File: src/rsa_alu_map.vh
/*
 register offsets, field positions, operation codes and reset values for the
 rotate / subtract / skip execution block; included by rsa_alu.v and by the self-checking bench
*/
`ifndef RSA_ALU_MAP_VH
`define RSA_ALU_MAP_VH

// byte offsets of the word registers on the bus
`define RSA_OFS_CTRL 8'h00
`define RSA_OFS_ACC 8'h04
`define RSA_OFS_MEM 8'h08
`define RSA_OFS_IMM 8'h0C
`define RSA_OFS_FLAGS 8'h10
`define RSA_OFS_STATUS 8'h14

// control word fields: operation code and bit select
`define RSA_CTRL_OP_LSB 0
`define RSA_CTRL_OP_MSB 4
`define RSA_CTRL_BIT_LSB 8
`define RSA_CTRL_BIT_MSB 10

// flag register bit positions
`define RSA_FLAG_C 0
`define RSA_FLAG_AUX 1
`define RSA_FLAG_Z 2
`define RSA_FLAG_OVF 3

// status register bit positions
`define RSA_STAT_BUSY 0
`define RSA_STAT_SKIP 1
`define RSA_STAT_MEMWR 2

// reset values
`define RSA_RST_BYTE 8'h00
`define RSA_RST_OP 5'h00

// operation codes
`define RSA_OP_ROTATE_LEFT_CARRY_MEM 5'h00
`define RSA_OP_ROTATE_LEFT_CARRY_TO_ACC 5'h01
`define RSA_OP_ROTATE_RIGHT_MEM 5'h02
`define RSA_OP_ROTATE_RIGHT_TO_ACC 5'h03
`define RSA_OP_ROTATE_RIGHT_CARRY_MEM 5'h04
`define RSA_OP_ROTATE_RIGHT_CARRY_TO_ACC 5'h05
`define RSA_OP_SUBTRACT_BORROW_TO_ACC 5'h06
`define RSA_OP_SUBTRACT_BORROW_TO_MEM 5'h07
`define RSA_OP_SUBTRACT_TO_ACC 5'h08
`define RSA_OP_SUBTRACT_TO_MEM 5'h09
`define RSA_OP_SUBTRACT_IMM_TO_ACC 5'h0A
`define RSA_OP_DECREMENT_SKIP_ZERO 5'h0B
`define RSA_OP_DECREMENT_SKIP_ZERO_TO_ACC 5'h0C
`define RSA_OP_INCREMENT_SKIP_ZERO 5'h0D
`define RSA_OP_INCREMENT_SKIP_ZERO_TO_ACC 5'h0E
`define RSA_OP_SKIP_BIT_NONZERO 5'h0F
`define RSA_OP_SET_BYTE 5'h10
`define RSA_OP_SET_BIT 5'h11
`define RSA_OP_NIBBLE_EXCHANGE_MEM 5'h12
`define RSA_OP_NIBBLE_EXCHANGE_TO_ACC 5'h13

// value written by the set-byte operation
`define RSA_ALL_ONES 8'hFF

`endif

File: src/rsa_alu.v
/*
 execution datapath for rotate, subtract, skip, set and nibble-swap operations
 of an 8-bit controller, with accumulator, addressed memory byte, immediate
 operand and flags held as AHB-Lite slave registers.
 assumes a single AHB-Lite master on hclk, word transfers only, and that
 the fetch stage honours skip_o by discarding its already fetched word.
*/
// Behaviour
// RL1: memory rotate left through carry, carry only
// RL2: accumulator rotate left through carry, memory kept
// RL3: memory rotate right, no flag changes
// RL4: accumulator rotate right, memory and flags kept
// RL5: memory rotate right through carry, carry only
// RL6: accumulator rotate right through carry, memory kept
// RL7: subtract with borrow, four arithmetic flags
// RL8: subtract memory byte, four arithmetic flags
// RL9: subtract immediate into accumulator, four flags
// RL10: memory decrement, skip on zero, no flags
// RL11: accumulator gets decrement, skip on zero
// RL12: memory increment, skip on zero, no flags
// RL13: accumulator gets increment, skip on zero
// RL14: skip adds one dummy cycle, else none
// RL15: skip when selected memory bit is one
// RL16: set byte writes all ones, no flags
// RL17: set bit forces selected bit only
// RL18: nibble swap written back, no flags
// RL19: nibble swap into accumulator, memory kept
// RL20: carry is adder carry-out, zero on result
`timescale 1ns/100ps
`default_nettype none
`include "rsa_alu_map.vh"

module rsa_alu (
   // clock and reset
   input wire hclk,
   input wire hresetn,
   // ahb-lite slave
   input wire hsel,
   input wire [7:0] haddr,
   input wire [1:0] htrans,
   input wire hwrite,
   input wire [2:0] hsize,
   input wire [31:0] hwdata,
   input wire hready,
   output reg [31:0] hrdata,
   output reg hreadyout,
   output reg hresp,
   // towards fetch stage
   output reg skip_o,
   output reg done_o
);

   // execution states
   localparam ST_IDLE = 2'd0;
   localparam ST_EXEC = 2'd1;
   localparam ST_DUMMY = 2'd2;

   // architectural state
   reg [7:0] acc_r; // accumulator
   reg [7:0] mem_r; // addressed data memory byte
   reg [7:0] imm_r; // immediate operand
   reg c_r; // carry flag
   reg aux_r; // aux carry flag
   reg z_r; // zero flag
   reg ovf_r; // overflow flag
   reg [4:0] op_r; // latched operation
   reg [2:0] bit_r; // latched bit select
   reg skip_last_r; // last operation skipped
   reg memwr_last_r; // last operation wrote memory
   reg [1:0] state_r; // execution state
   reg [1:0] state_nxt;

   // bus pipeline
   reg dp_valid_r; // data phase pending
   reg dp_write_r; // pending phase is a write
   reg [7:0] dp_addr_r; // pending phase address

   // next values, also feed the read path so write-then-read is coherent
   reg [7:0] acc_nxt;
   reg [7:0] mem_nxt;
   reg [7:0] imm_nxt;
   reg c_nxt;
   reg aux_nxt;
   reg z_nxt;
   reg ovf_nxt;
   reg skip_last_nxt;
   reg memwr_last_nxt;

   // datapath results
   reg [7:0] res; // operation result
   reg to_mem; // result goes to memory byte
   reg to_acc; // result goes to accumulator
   reg c_new; // carry produced
   reg arith; // subtract updates all four flags
   reg skip; // skip condition
   wire [7:0] sub_b; // subtrahend
   wire sub_cin; // carry into adder
   wire [8:0] sub_sum; // nine bit adder output
   wire [4:0] sub_low; // low nibble adder output
   wire sub_ovf; // signed overflow
   wire [7:0] dec_val; // memory minus one
   wire [7:0] inc_val; // memory plus one

   // bus decode
   wire accept; // address phase taken this edge
   wire wr_done; // write data phase completes
   wire start; // control word written
   wire [7:0] rd_addr; // address the read path looks at
   wire [31:0] rd_word; // read mux output

   // read mux: data registers are byte wide, control uses bits 10:0, upper bits read zero
   function [31:0] rsa_read;
      input [7:0] a;
      input [7:0] acc;
      input [7:0] mem;
      input [7:0] imm;
      input [3:0] flags;
      input [2:0] stat;
      input [4:0] op;
      input [2:0] bsel;
      begin
         if (a == `RSA_OFS_CTRL) begin
            rsa_read = {21'h000000, bsel, 3'h0, op};
         end else if (a == `RSA_OFS_ACC) begin
            rsa_read = {24'h000000, acc};
         end else if (a == `RSA_OFS_MEM) begin
            rsa_read = {24'h000000, mem};
         end else if (a == `RSA_OFS_IMM) begin
            rsa_read = {24'h000000, imm};
         end else if (a == `RSA_OFS_FLAGS) begin
            rsa_read = {28'h0000000, flags};
         end else if (a == `RSA_OFS_STATUS) begin
            rsa_read = {29'h00000000, stat};
         end else begin
            // unmapped words read zero with an okay response
            rsa_read = 32'h00000000;
         end
      end
   endfunction

   // subtract is add of the inverted operand plus carry in
   assign sub_b = (op_r == `RSA_OP_SUBTRACT_IMM_TO_ACC) ? imm_r : mem_r; // RL9
   assign sub_cin = (op_r == `RSA_OP_SUBTRACT_BORROW_TO_ACC ||
                     op_r == `RSA_OP_SUBTRACT_BORROW_TO_MEM) ? c_r : 1'b1; // RL7
   assign sub_sum = {1'b0, acc_r} + {1'b0, ~sub_b} + {8'h00, sub_cin}; // RL8
   assign sub_low = {1'b0, acc_r[3:0]} + {1'b0, ~sub_b[3:0]} + {4'h0, sub_cin};
   // overflow when both addends share a sign that the result lacks
   assign sub_ovf = (acc_r[7] == ~sub_b[7]) && (sub_sum[7] != acc_r[7]);
   assign dec_val = mem_r - 8'h01;
   assign inc_val = mem_r + 8'h01;

   // operation decode and result selection
   always @* begin
      res = mem_r;
      to_mem = 1'b0;
      to_acc = 1'b0;
      c_new = c_r;
      arith = 1'b0;
      skip = 1'b0;
      case (op_r)
         `RSA_OP_ROTATE_LEFT_CARRY_MEM: begin
            res = {mem_r[6:0], c_r}; // RL1
            c_new = mem_r[7]; // RL1
            to_mem = 1'b1;
         end
         `RSA_OP_ROTATE_LEFT_CARRY_TO_ACC: begin
            res = {mem_r[6:0], c_r}; // RL2
            c_new = mem_r[7]; // RL2
            to_acc = 1'b1;
         end
         `RSA_OP_ROTATE_RIGHT_MEM: begin
            res = {mem_r[0], mem_r[7:1]}; // RL3
            to_mem = 1'b1;
         end
         `RSA_OP_ROTATE_RIGHT_TO_ACC: begin
            res = {mem_r[0], mem_r[7:1]}; // RL4
            to_acc = 1'b1;
         end
         `RSA_OP_ROTATE_RIGHT_CARRY_MEM: begin
            res = {c_r, mem_r[7:1]}; // RL5
            c_new = mem_r[0]; // RL5
            to_mem = 1'b1;
         end
         `RSA_OP_ROTATE_RIGHT_CARRY_TO_ACC: begin
            res = {c_r, mem_r[7:1]}; // RL6
            c_new = mem_r[0]; // RL6
            to_acc = 1'b1;
         end
         `RSA_OP_SUBTRACT_BORROW_TO_ACC,
         `RSA_OP_SUBTRACT_TO_ACC,
         `RSA_OP_SUBTRACT_IMM_TO_ACC: begin
            res = sub_sum[7:0]; // RL7 RL8 RL9
            c_new = sub_sum[8]; // RL20
            arith = 1'b1;
            to_acc = 1'b1;
         end
         `RSA_OP_SUBTRACT_BORROW_TO_MEM,
         `RSA_OP_SUBTRACT_TO_MEM: begin
            res = sub_sum[7:0]; // RL7 RL8
            c_new = sub_sum[8]; // RL20
            arith = 1'b1;
            to_mem = 1'b1;
         end
         `RSA_OP_DECREMENT_SKIP_ZERO: begin
            res = dec_val; // RL10
            skip = (dec_val == 8'h00); // RL10
            to_mem = 1'b1;
         end
         `RSA_OP_DECREMENT_SKIP_ZERO_TO_ACC: begin
            res = dec_val; // RL11
            skip = (dec_val == 8'h00); // RL11
            to_acc = 1'b1;
         end
         `RSA_OP_INCREMENT_SKIP_ZERO: begin
            res = inc_val; // RL12
            skip = (inc_val == 8'h00); // RL12
            to_mem = 1'b1;
         end
         `RSA_OP_INCREMENT_SKIP_ZERO_TO_ACC: begin
            res = inc_val; // RL13
            skip = (inc_val == 8'h00); // RL13
            to_acc = 1'b1;
         end
         `RSA_OP_SKIP_BIT_NONZERO: begin
            // pure test: nothing is written
            skip = mem_r[bit_r]; // RL15
         end
         `RSA_OP_SET_BYTE: begin
            res = `RSA_ALL_ONES; // RL16
            to_mem = 1'b1;
         end
         `RSA_OP_SET_BIT: begin
            res = mem_r | (8'h01 << bit_r); // RL17
            to_mem = 1'b1;
         end
         `RSA_OP_NIBBLE_EXCHANGE_MEM: begin
            res = {mem_r[3:0], mem_r[7:4]}; // RL18
            to_mem = 1'b1;
         end
         `RSA_OP_NIBBLE_EXCHANGE_TO_ACC: begin
            res = {mem_r[3:0], mem_r[7:4]}; // RL19
            to_acc = 1'b1;
         end
         default: begin
            // unused codes behave as a no-operation
            res = mem_r;
         end
      endcase
   end

   // bus handshakes
   assign accept = hsel && htrans[1] && hready;
   assign wr_done = dp_valid_r && hreadyout && dp_write_r;
   assign start = wr_done && (dp_addr_r == `RSA_OFS_CTRL);

   // execution sequencing: exec cycle, then a dummy cycle if skipping
   always @* begin
      state_nxt = state_r;
      case (state_r)
         ST_IDLE: begin
            if (start) begin
               state_nxt = ST_EXEC;
            end
         end
         ST_EXEC: begin
            state_nxt = skip ? ST_DUMMY : ST_IDLE; // RL14
         end
         ST_DUMMY: begin
            state_nxt = ST_IDLE; // RL14
         end
         default: begin
            state_nxt = ST_IDLE;
         end
      endcase
   end

   // next register values; bus writes only land while idle, so they never
   // collide with an execution update
   always @* begin
      acc_nxt = acc_r;
      mem_nxt = mem_r;
      imm_nxt = imm_r;
      c_nxt = c_r;
      aux_nxt = aux_r;
      z_nxt = z_r;
      ovf_nxt = ovf_r;
      skip_last_nxt = skip_last_r;
      memwr_last_nxt = memwr_last_r;
      if (state_r == ST_EXEC) begin
         // memory byte and accumulator are updated exclusively
         if (to_mem) begin
            mem_nxt = res;
         end
         if (to_acc) begin
            acc_nxt = res;
         end
         // rotates through carry touch carry only; all other non-arithmetic ops keep c_new = c_r
         c_nxt = c_new;
         if (arith) begin
            aux_nxt = sub_low[4]; // RL7
            ovf_nxt = sub_ovf; // RL8
            z_nxt = (sub_sum[7:0] == 8'h00); // RL20
         end
         skip_last_nxt = skip;
         memwr_last_nxt = to_mem;
      end else if (wr_done) begin
         if (dp_addr_r == `RSA_OFS_ACC) begin
            acc_nxt = hwdata[7:0];
         end else if (dp_addr_r == `RSA_OFS_MEM) begin
            mem_nxt = hwdata[7:0];
         end else if (dp_addr_r == `RSA_OFS_IMM) begin
            imm_nxt = hwdata[7:0];
         end else if (dp_addr_r == `RSA_OFS_FLAGS) begin
            c_nxt = hwdata[`RSA_FLAG_C];
            aux_nxt = hwdata[`RSA_FLAG_AUX];
            z_nxt = hwdata[`RSA_FLAG_Z];
            ovf_nxt = hwdata[`RSA_FLAG_OVF];
         end
      end
   end

   // read path looks at the next address phase, or the stalled one
   assign rd_addr = accept ? haddr : dp_addr_r;
   assign rd_word = rsa_read(rd_addr, acc_nxt, mem_nxt, imm_nxt,
                             {ovf_nxt, z_nxt, aux_nxt, c_nxt},
                             {memwr_last_nxt, skip_last_nxt, state_nxt != ST_IDLE},
                             start ? hwdata[`RSA_CTRL_OP_MSB:`RSA_CTRL_OP_LSB] : op_r,
                             start ? hwdata[`RSA_CTRL_BIT_MSB:`RSA_CTRL_BIT_LSB] : bit_r);

   // all state flops; hreadyout stalls any data phase while executing
   always @(posedge hclk or negedge hresetn) begin
      if (!hresetn) begin
         acc_r <= `RSA_RST_BYTE;
         mem_r <= `RSA_RST_BYTE;
         imm_r <= `RSA_RST_BYTE;
         c_r <= 1'b0;
         aux_r <= 1'b0;
         z_r <= 1'b0;
         ovf_r <= 1'b0;
         op_r <= `RSA_RST_OP;
         bit_r <= 3'h0;
         skip_last_r <= 1'b0;
         memwr_last_r <= 1'b0;
         state_r <= ST_IDLE;
         dp_valid_r <= 1'b0;
         dp_write_r <= 1'b0;
         dp_addr_r <= 8'h00;
         hrdata <= 32'h00000000;
         hreadyout <= 1'b1;
         hresp <= 1'b0;
         skip_o <= 1'b0;
         done_o <= 1'b0;
      end else begin
         acc_r <= acc_nxt;
         mem_r <= mem_nxt;
         imm_r <= imm_nxt;
         c_r <= c_nxt;
         aux_r <= aux_nxt;
         z_r <= z_nxt;
         ovf_r <= ovf_nxt;
         skip_last_r <= skip_last_nxt;
         memwr_last_r <= memwr_last_nxt;
         state_r <= state_nxt;
         if (start) begin
            op_r <= hwdata[`RSA_CTRL_OP_MSB:`RSA_CTRL_OP_LSB];
            bit_r <= hwdata[`RSA_CTRL_BIT_MSB:`RSA_CTRL_BIT_LSB];
         end
         // address phase capture; a completed phase frees the slot
         if (accept) begin
            dp_valid_r <= 1'b1;
            dp_write_r <= hwrite;
            dp_addr_r <= {haddr[7:2], 2'b00};
         end else if (hreadyout) begin
            dp_valid_r <= 1'b0;
         end
         hrdata <= rd_word;
         hreadyout <= (state_nxt == ST_IDLE);
         hresp <= 1'b0;
         // fetch stage discards its prefetched word during the dummy cycle
         skip_o <= (state_nxt == ST_DUMMY); // RL14
         done_o <= (state_r == ST_EXEC && !skip) || (state_r == ST_DUMMY);
      end
   end

endmodule // rsa_alu
`default_nettype wire

File: config.mk
export PLATFORM = sky130hd
export DESIGN_NAME = rsa_alu
export DESIGN_NICKNAME = d
export VERILOG_FILES = /design/src/rsa_alu.v
export VERILOG_INCLUDE_DIRS = /design/src
export SDC_FILE = /design/constraint.sdc
export NUM_CORES = 1
export LEC_CHECK = 0
export BUFFER_PORTS_ARGS = -buffer_cell sky130_fd_sc_hd__buf_2
export CAP_MARGIN = 20
export CORE_ASPECT_RATIO = 0.7
export CORE_MARGIN = 3
export CORE_UTILIZATION = 50
export CTS_BUF_LIST = sky130_fd_sc_hd__clkbuf_4 sky130_fd_sc_hd__clkbuf_8 sky130_fd_sc_hd__clkbuf_16
export DETAILED_ROUTE_END_ITERATION = 12
export PLACE_DENSITY_LB_ADDON = 0.2
export SLEW_MARGIN = 0
export SYNTH_ARGS = -nofsm -noshare
export SYNTH_HDL_FRONTEND = slang
export SYNTH_SLANG_ARGS = --single-unit
File: constraint.sdc
create_clock -name hclk -period 3.7 [get_ports hclk]
set_input_delay 0.185 -clock hclk [delete_from_list [all_inputs] [get_ports hclk]]
set_output_delay 0.185 -clock hclk [all_outputs]
set_load 0.01 [all_outputs]
==> impl_results.md <==
* Status: completed
* DRT iter0 DRCs at slightly above 600
* Pwr Density at 580 nW/um2
* Commonest non-fill, non-tap cell in the layout: dfrtp_1
* Nets at 656
* Vias at around 4800
* Cell area after layout at 5460 um2
* Setup crit start kind: register
* P&R area growth vs syn at 11.6%
* HP Class: input pin to register
* Synth Area in Compound Gates at 25.2%
* Clk Latency, worst-skew pair at 0.34 ns
* DRC at 0
* Area share of fa/ha/maj cells after synthesis at 3.38%
* Wire per inst at 21.9 um
* Die Height at 88.8 um
* Max frequency at around 0.28 GHz
* Gpl congestion at 1.04
* Max FO, Critical Path at 11
* Endpoints failing setup at 0
* Final worst path period need at between 3 and 4 ns
* Initial antenna violation count at 0
* Clock buffer count from CTS at 9
* Die Wd at 124 um
* Detail Route Antenna Nets at 0
* Critical path data required time at 3.91 ns
* First-pass GRT wire length at 24300 um
* Gr usage total at 28.6%
* Synth Area in Simple Gates at about a fifth
* CORE AREA at 9290 um2
* Max_cap viols at 0
* Max Slew Vio Count at 0
* CTS tree: done
* VDD IR max at roughly 0.00028 V
* Slew HR at 33.0%
* Hold_ws at roughly 0.081 ns
* Reg clk slew, reported paths at 0.05 ns
* Sequential cell area at between 1500 and 2000 um2
* Setup CP Type: register to register
* Most frequent cells in the layout: dfrtp_1, nand2_1, buf_2
* Root Buffer: clkbuf_16
* Worst clock skew at 0.00674 ns
* Largest net degree at the start of global routing at 33
* Distinct cells, synth at 85
* Post-DP Area at 5150 um2
* Die ar. at 11000 um2
* # fillers at 841
* N_diodes at 0
* Layout cells sized above 1 at roughly a fifth
* EDFF count, synth at 0
* Area of the multi-input gates at a little over 3000 um2
* Largest family of logic cells by synthesized area: compound AO/OA/AOI/OAI gates
* Routed wire length at 15800 um
* Final period utilization at 96.3%
* CTS Sinks at 62
* PortBufs at 38
* IO Pins at 86
* Post-CTS setup buffer count at 0
* Total gr overflow at 0
* Endpoint class of the critical path: register
* Critical path arrival at around 3.8 ns
* Synth Area in XOR/XNOR at approximately 2.3%
* Number of global-route vias before repair at roughly 4200
* Detailed placer's ending HPWL at 11900 um
* CTS Buffer Depth at 2
* Post-Syn Instances at 558
* Leakage at 2.40 nW
* Post-synth ARST share at 100%
* Setup tns final at 0 ns
* Row count at 29
* Register area share after synthesis at a little under a third
* Seq cells post-synth at 62
* Final hold violations at 0
* CTS HTree Levels at 3
* Slew @ Worst Pin at around 1 ns
* 1st-pass router iterations at 5
* Vias per inst at 6.61
* Most used DFF post-synth: dfrtp_1
* Cell area after synthesis at 4890 um2
* Syn. warnings at 0
* Post-synthesis mux area share at 7.75%
* Starting density of the core at a little over half
* Synthesized area per cell at a little under 9 um2
## cells by family (layout without fill, tap and decap cells)
family,after synthesis,count (layout)
simple gates,188,188
compound gates,170,170
buf+inv,79,99
flops,62,62
mux,33,33
xor+xnor,13,13
fa+ha+maj,12,12
other cells,1,22
## layer usage
layer  track usage [%]  vias up  part of all wire [%]
met5                 0        -                     0
met4              7.56        0                   1.2
met3              9.23       21                    13
met2              39.4      305                    41
met1              42.8     2328                    45
li1                  -     2123                     -
## per-stage QoR
step	power (mW)	util [%]	cells	worst slack [ns]
floorplan	1.93	-	579	0.0574
global placement	2.28	55.5	706	0.315
detailed placement	2.30	55.5	706	0.195
CTS	3.10	58.6	723	0.141
global route	3.34	58.8	723	-0.0304
finish	3.17	58.8	723	0.136
## report_power, final
group	total (mW)	leakage (nW)	internal, mW	switching (mW)
logic	1.47	1.49	0.564	0.908
clock network	0.791	0.135	0.478	0.312
registers	0.902	0.779	0.779	0.124
total	3.17	2.40	1.82	1.34
## synthesized netlist by cell type (5+ instances only)
library cell  instances  area [um2]
dfrtp_1              61        1530
nand2_1              40         150
nor2_1               35         131
a21oi_1              29         145
buf_4                27         203
o21ai_0              22         110
inv_1                19        71.3
clkbuf_1             18        67.6
mux2_2               18         203
nor3_1               18        90.1
nand3_1              13        65.1
a211oi_1             12        90.1
mux2i_1              12         120
o22ai_1              12        75.1
nand2b_1             11        68.8
buf_2                10        50.1
ha_1                 10         125
and3_1                9        56.3
a22oi_1               8        60.1
nor3b_1               8        60.1
xnor2_1               8        70.1
o21a_1                6        45.0
o221ai_1              6        52.6
or3_1                 6        37.5
a21o_1                5        37.5
a221o_1               5        50.1
nor2b_1               5        31.3
nor4_1                5        31.3
xor2_1                5        43.8
## final cells by class
cell class                      instances  area share, %
Clock inverter                          5          0.619
Clock buffer                           11           4.51
Sequential cell                        62           28.4
Multi-Input combinational cell        438           55.3
Tap cell                              124           2.84
Timing Repair Buffer                   62           6.83
Inverter                               21           1.44
## worst paths after layout
kind	from	to	slack [ns]	cells after the start
max	op_r[0]$_DFF_PN0_	hrdata[2]$_DFF_PN0_	0.14	14
min	hwrite	dp_write_r$_DFFE_PN0P_	0.08	2
max reg2reg	op_r[0]$_DFF_PN0_	hrdata[2]$_DFF_PN0_	0.14	14
min reg2reg	memwr_last_r$_DFF_PN0_	memwr_last_r$_DFF_PN0_	0.48	1
max in group asynchronous	hresetn	op_r[4]$_DFF_PN0_	2.35	3
min in group asynchronous	hresetn	dp_addr_r[6]$_DFFE_PN0P_	0.43	2
## worst max-delay path: stages, from the launching register on
cell       delay, ns
dfrtp_1         0.37
nand2b_1        0.18
nor4_2          0.18
buf_4           0.26
nand2_1         0.07
o21ai_0         0.16
inv_1           0.09
ha_1            0.28
nor2b_1         0.23
o2111ai_2       0.24
and3_1          0.26
or3_1           0.37
a211oi_1        0.27
a211oi_1        0.16
a221oi_1        0.31
## timing repair
action / 4_1_cts / 5_1_grt
resized for setup: 0 / 4
setup endpoints to repair: 0 / 5
hold endpoints to repair: 30 / 0
hold buffers: 1 / 0
## state kept, by name, summed over array words and instances (netlist names), 2 cells and up
signal,cells
mem_r,8
dp_addr_r,6
hrdata,11
state_r,2
imm_r,8
bit_r,3
acc_r,8
op_r,5
Power figures use the tool's default switching activity.
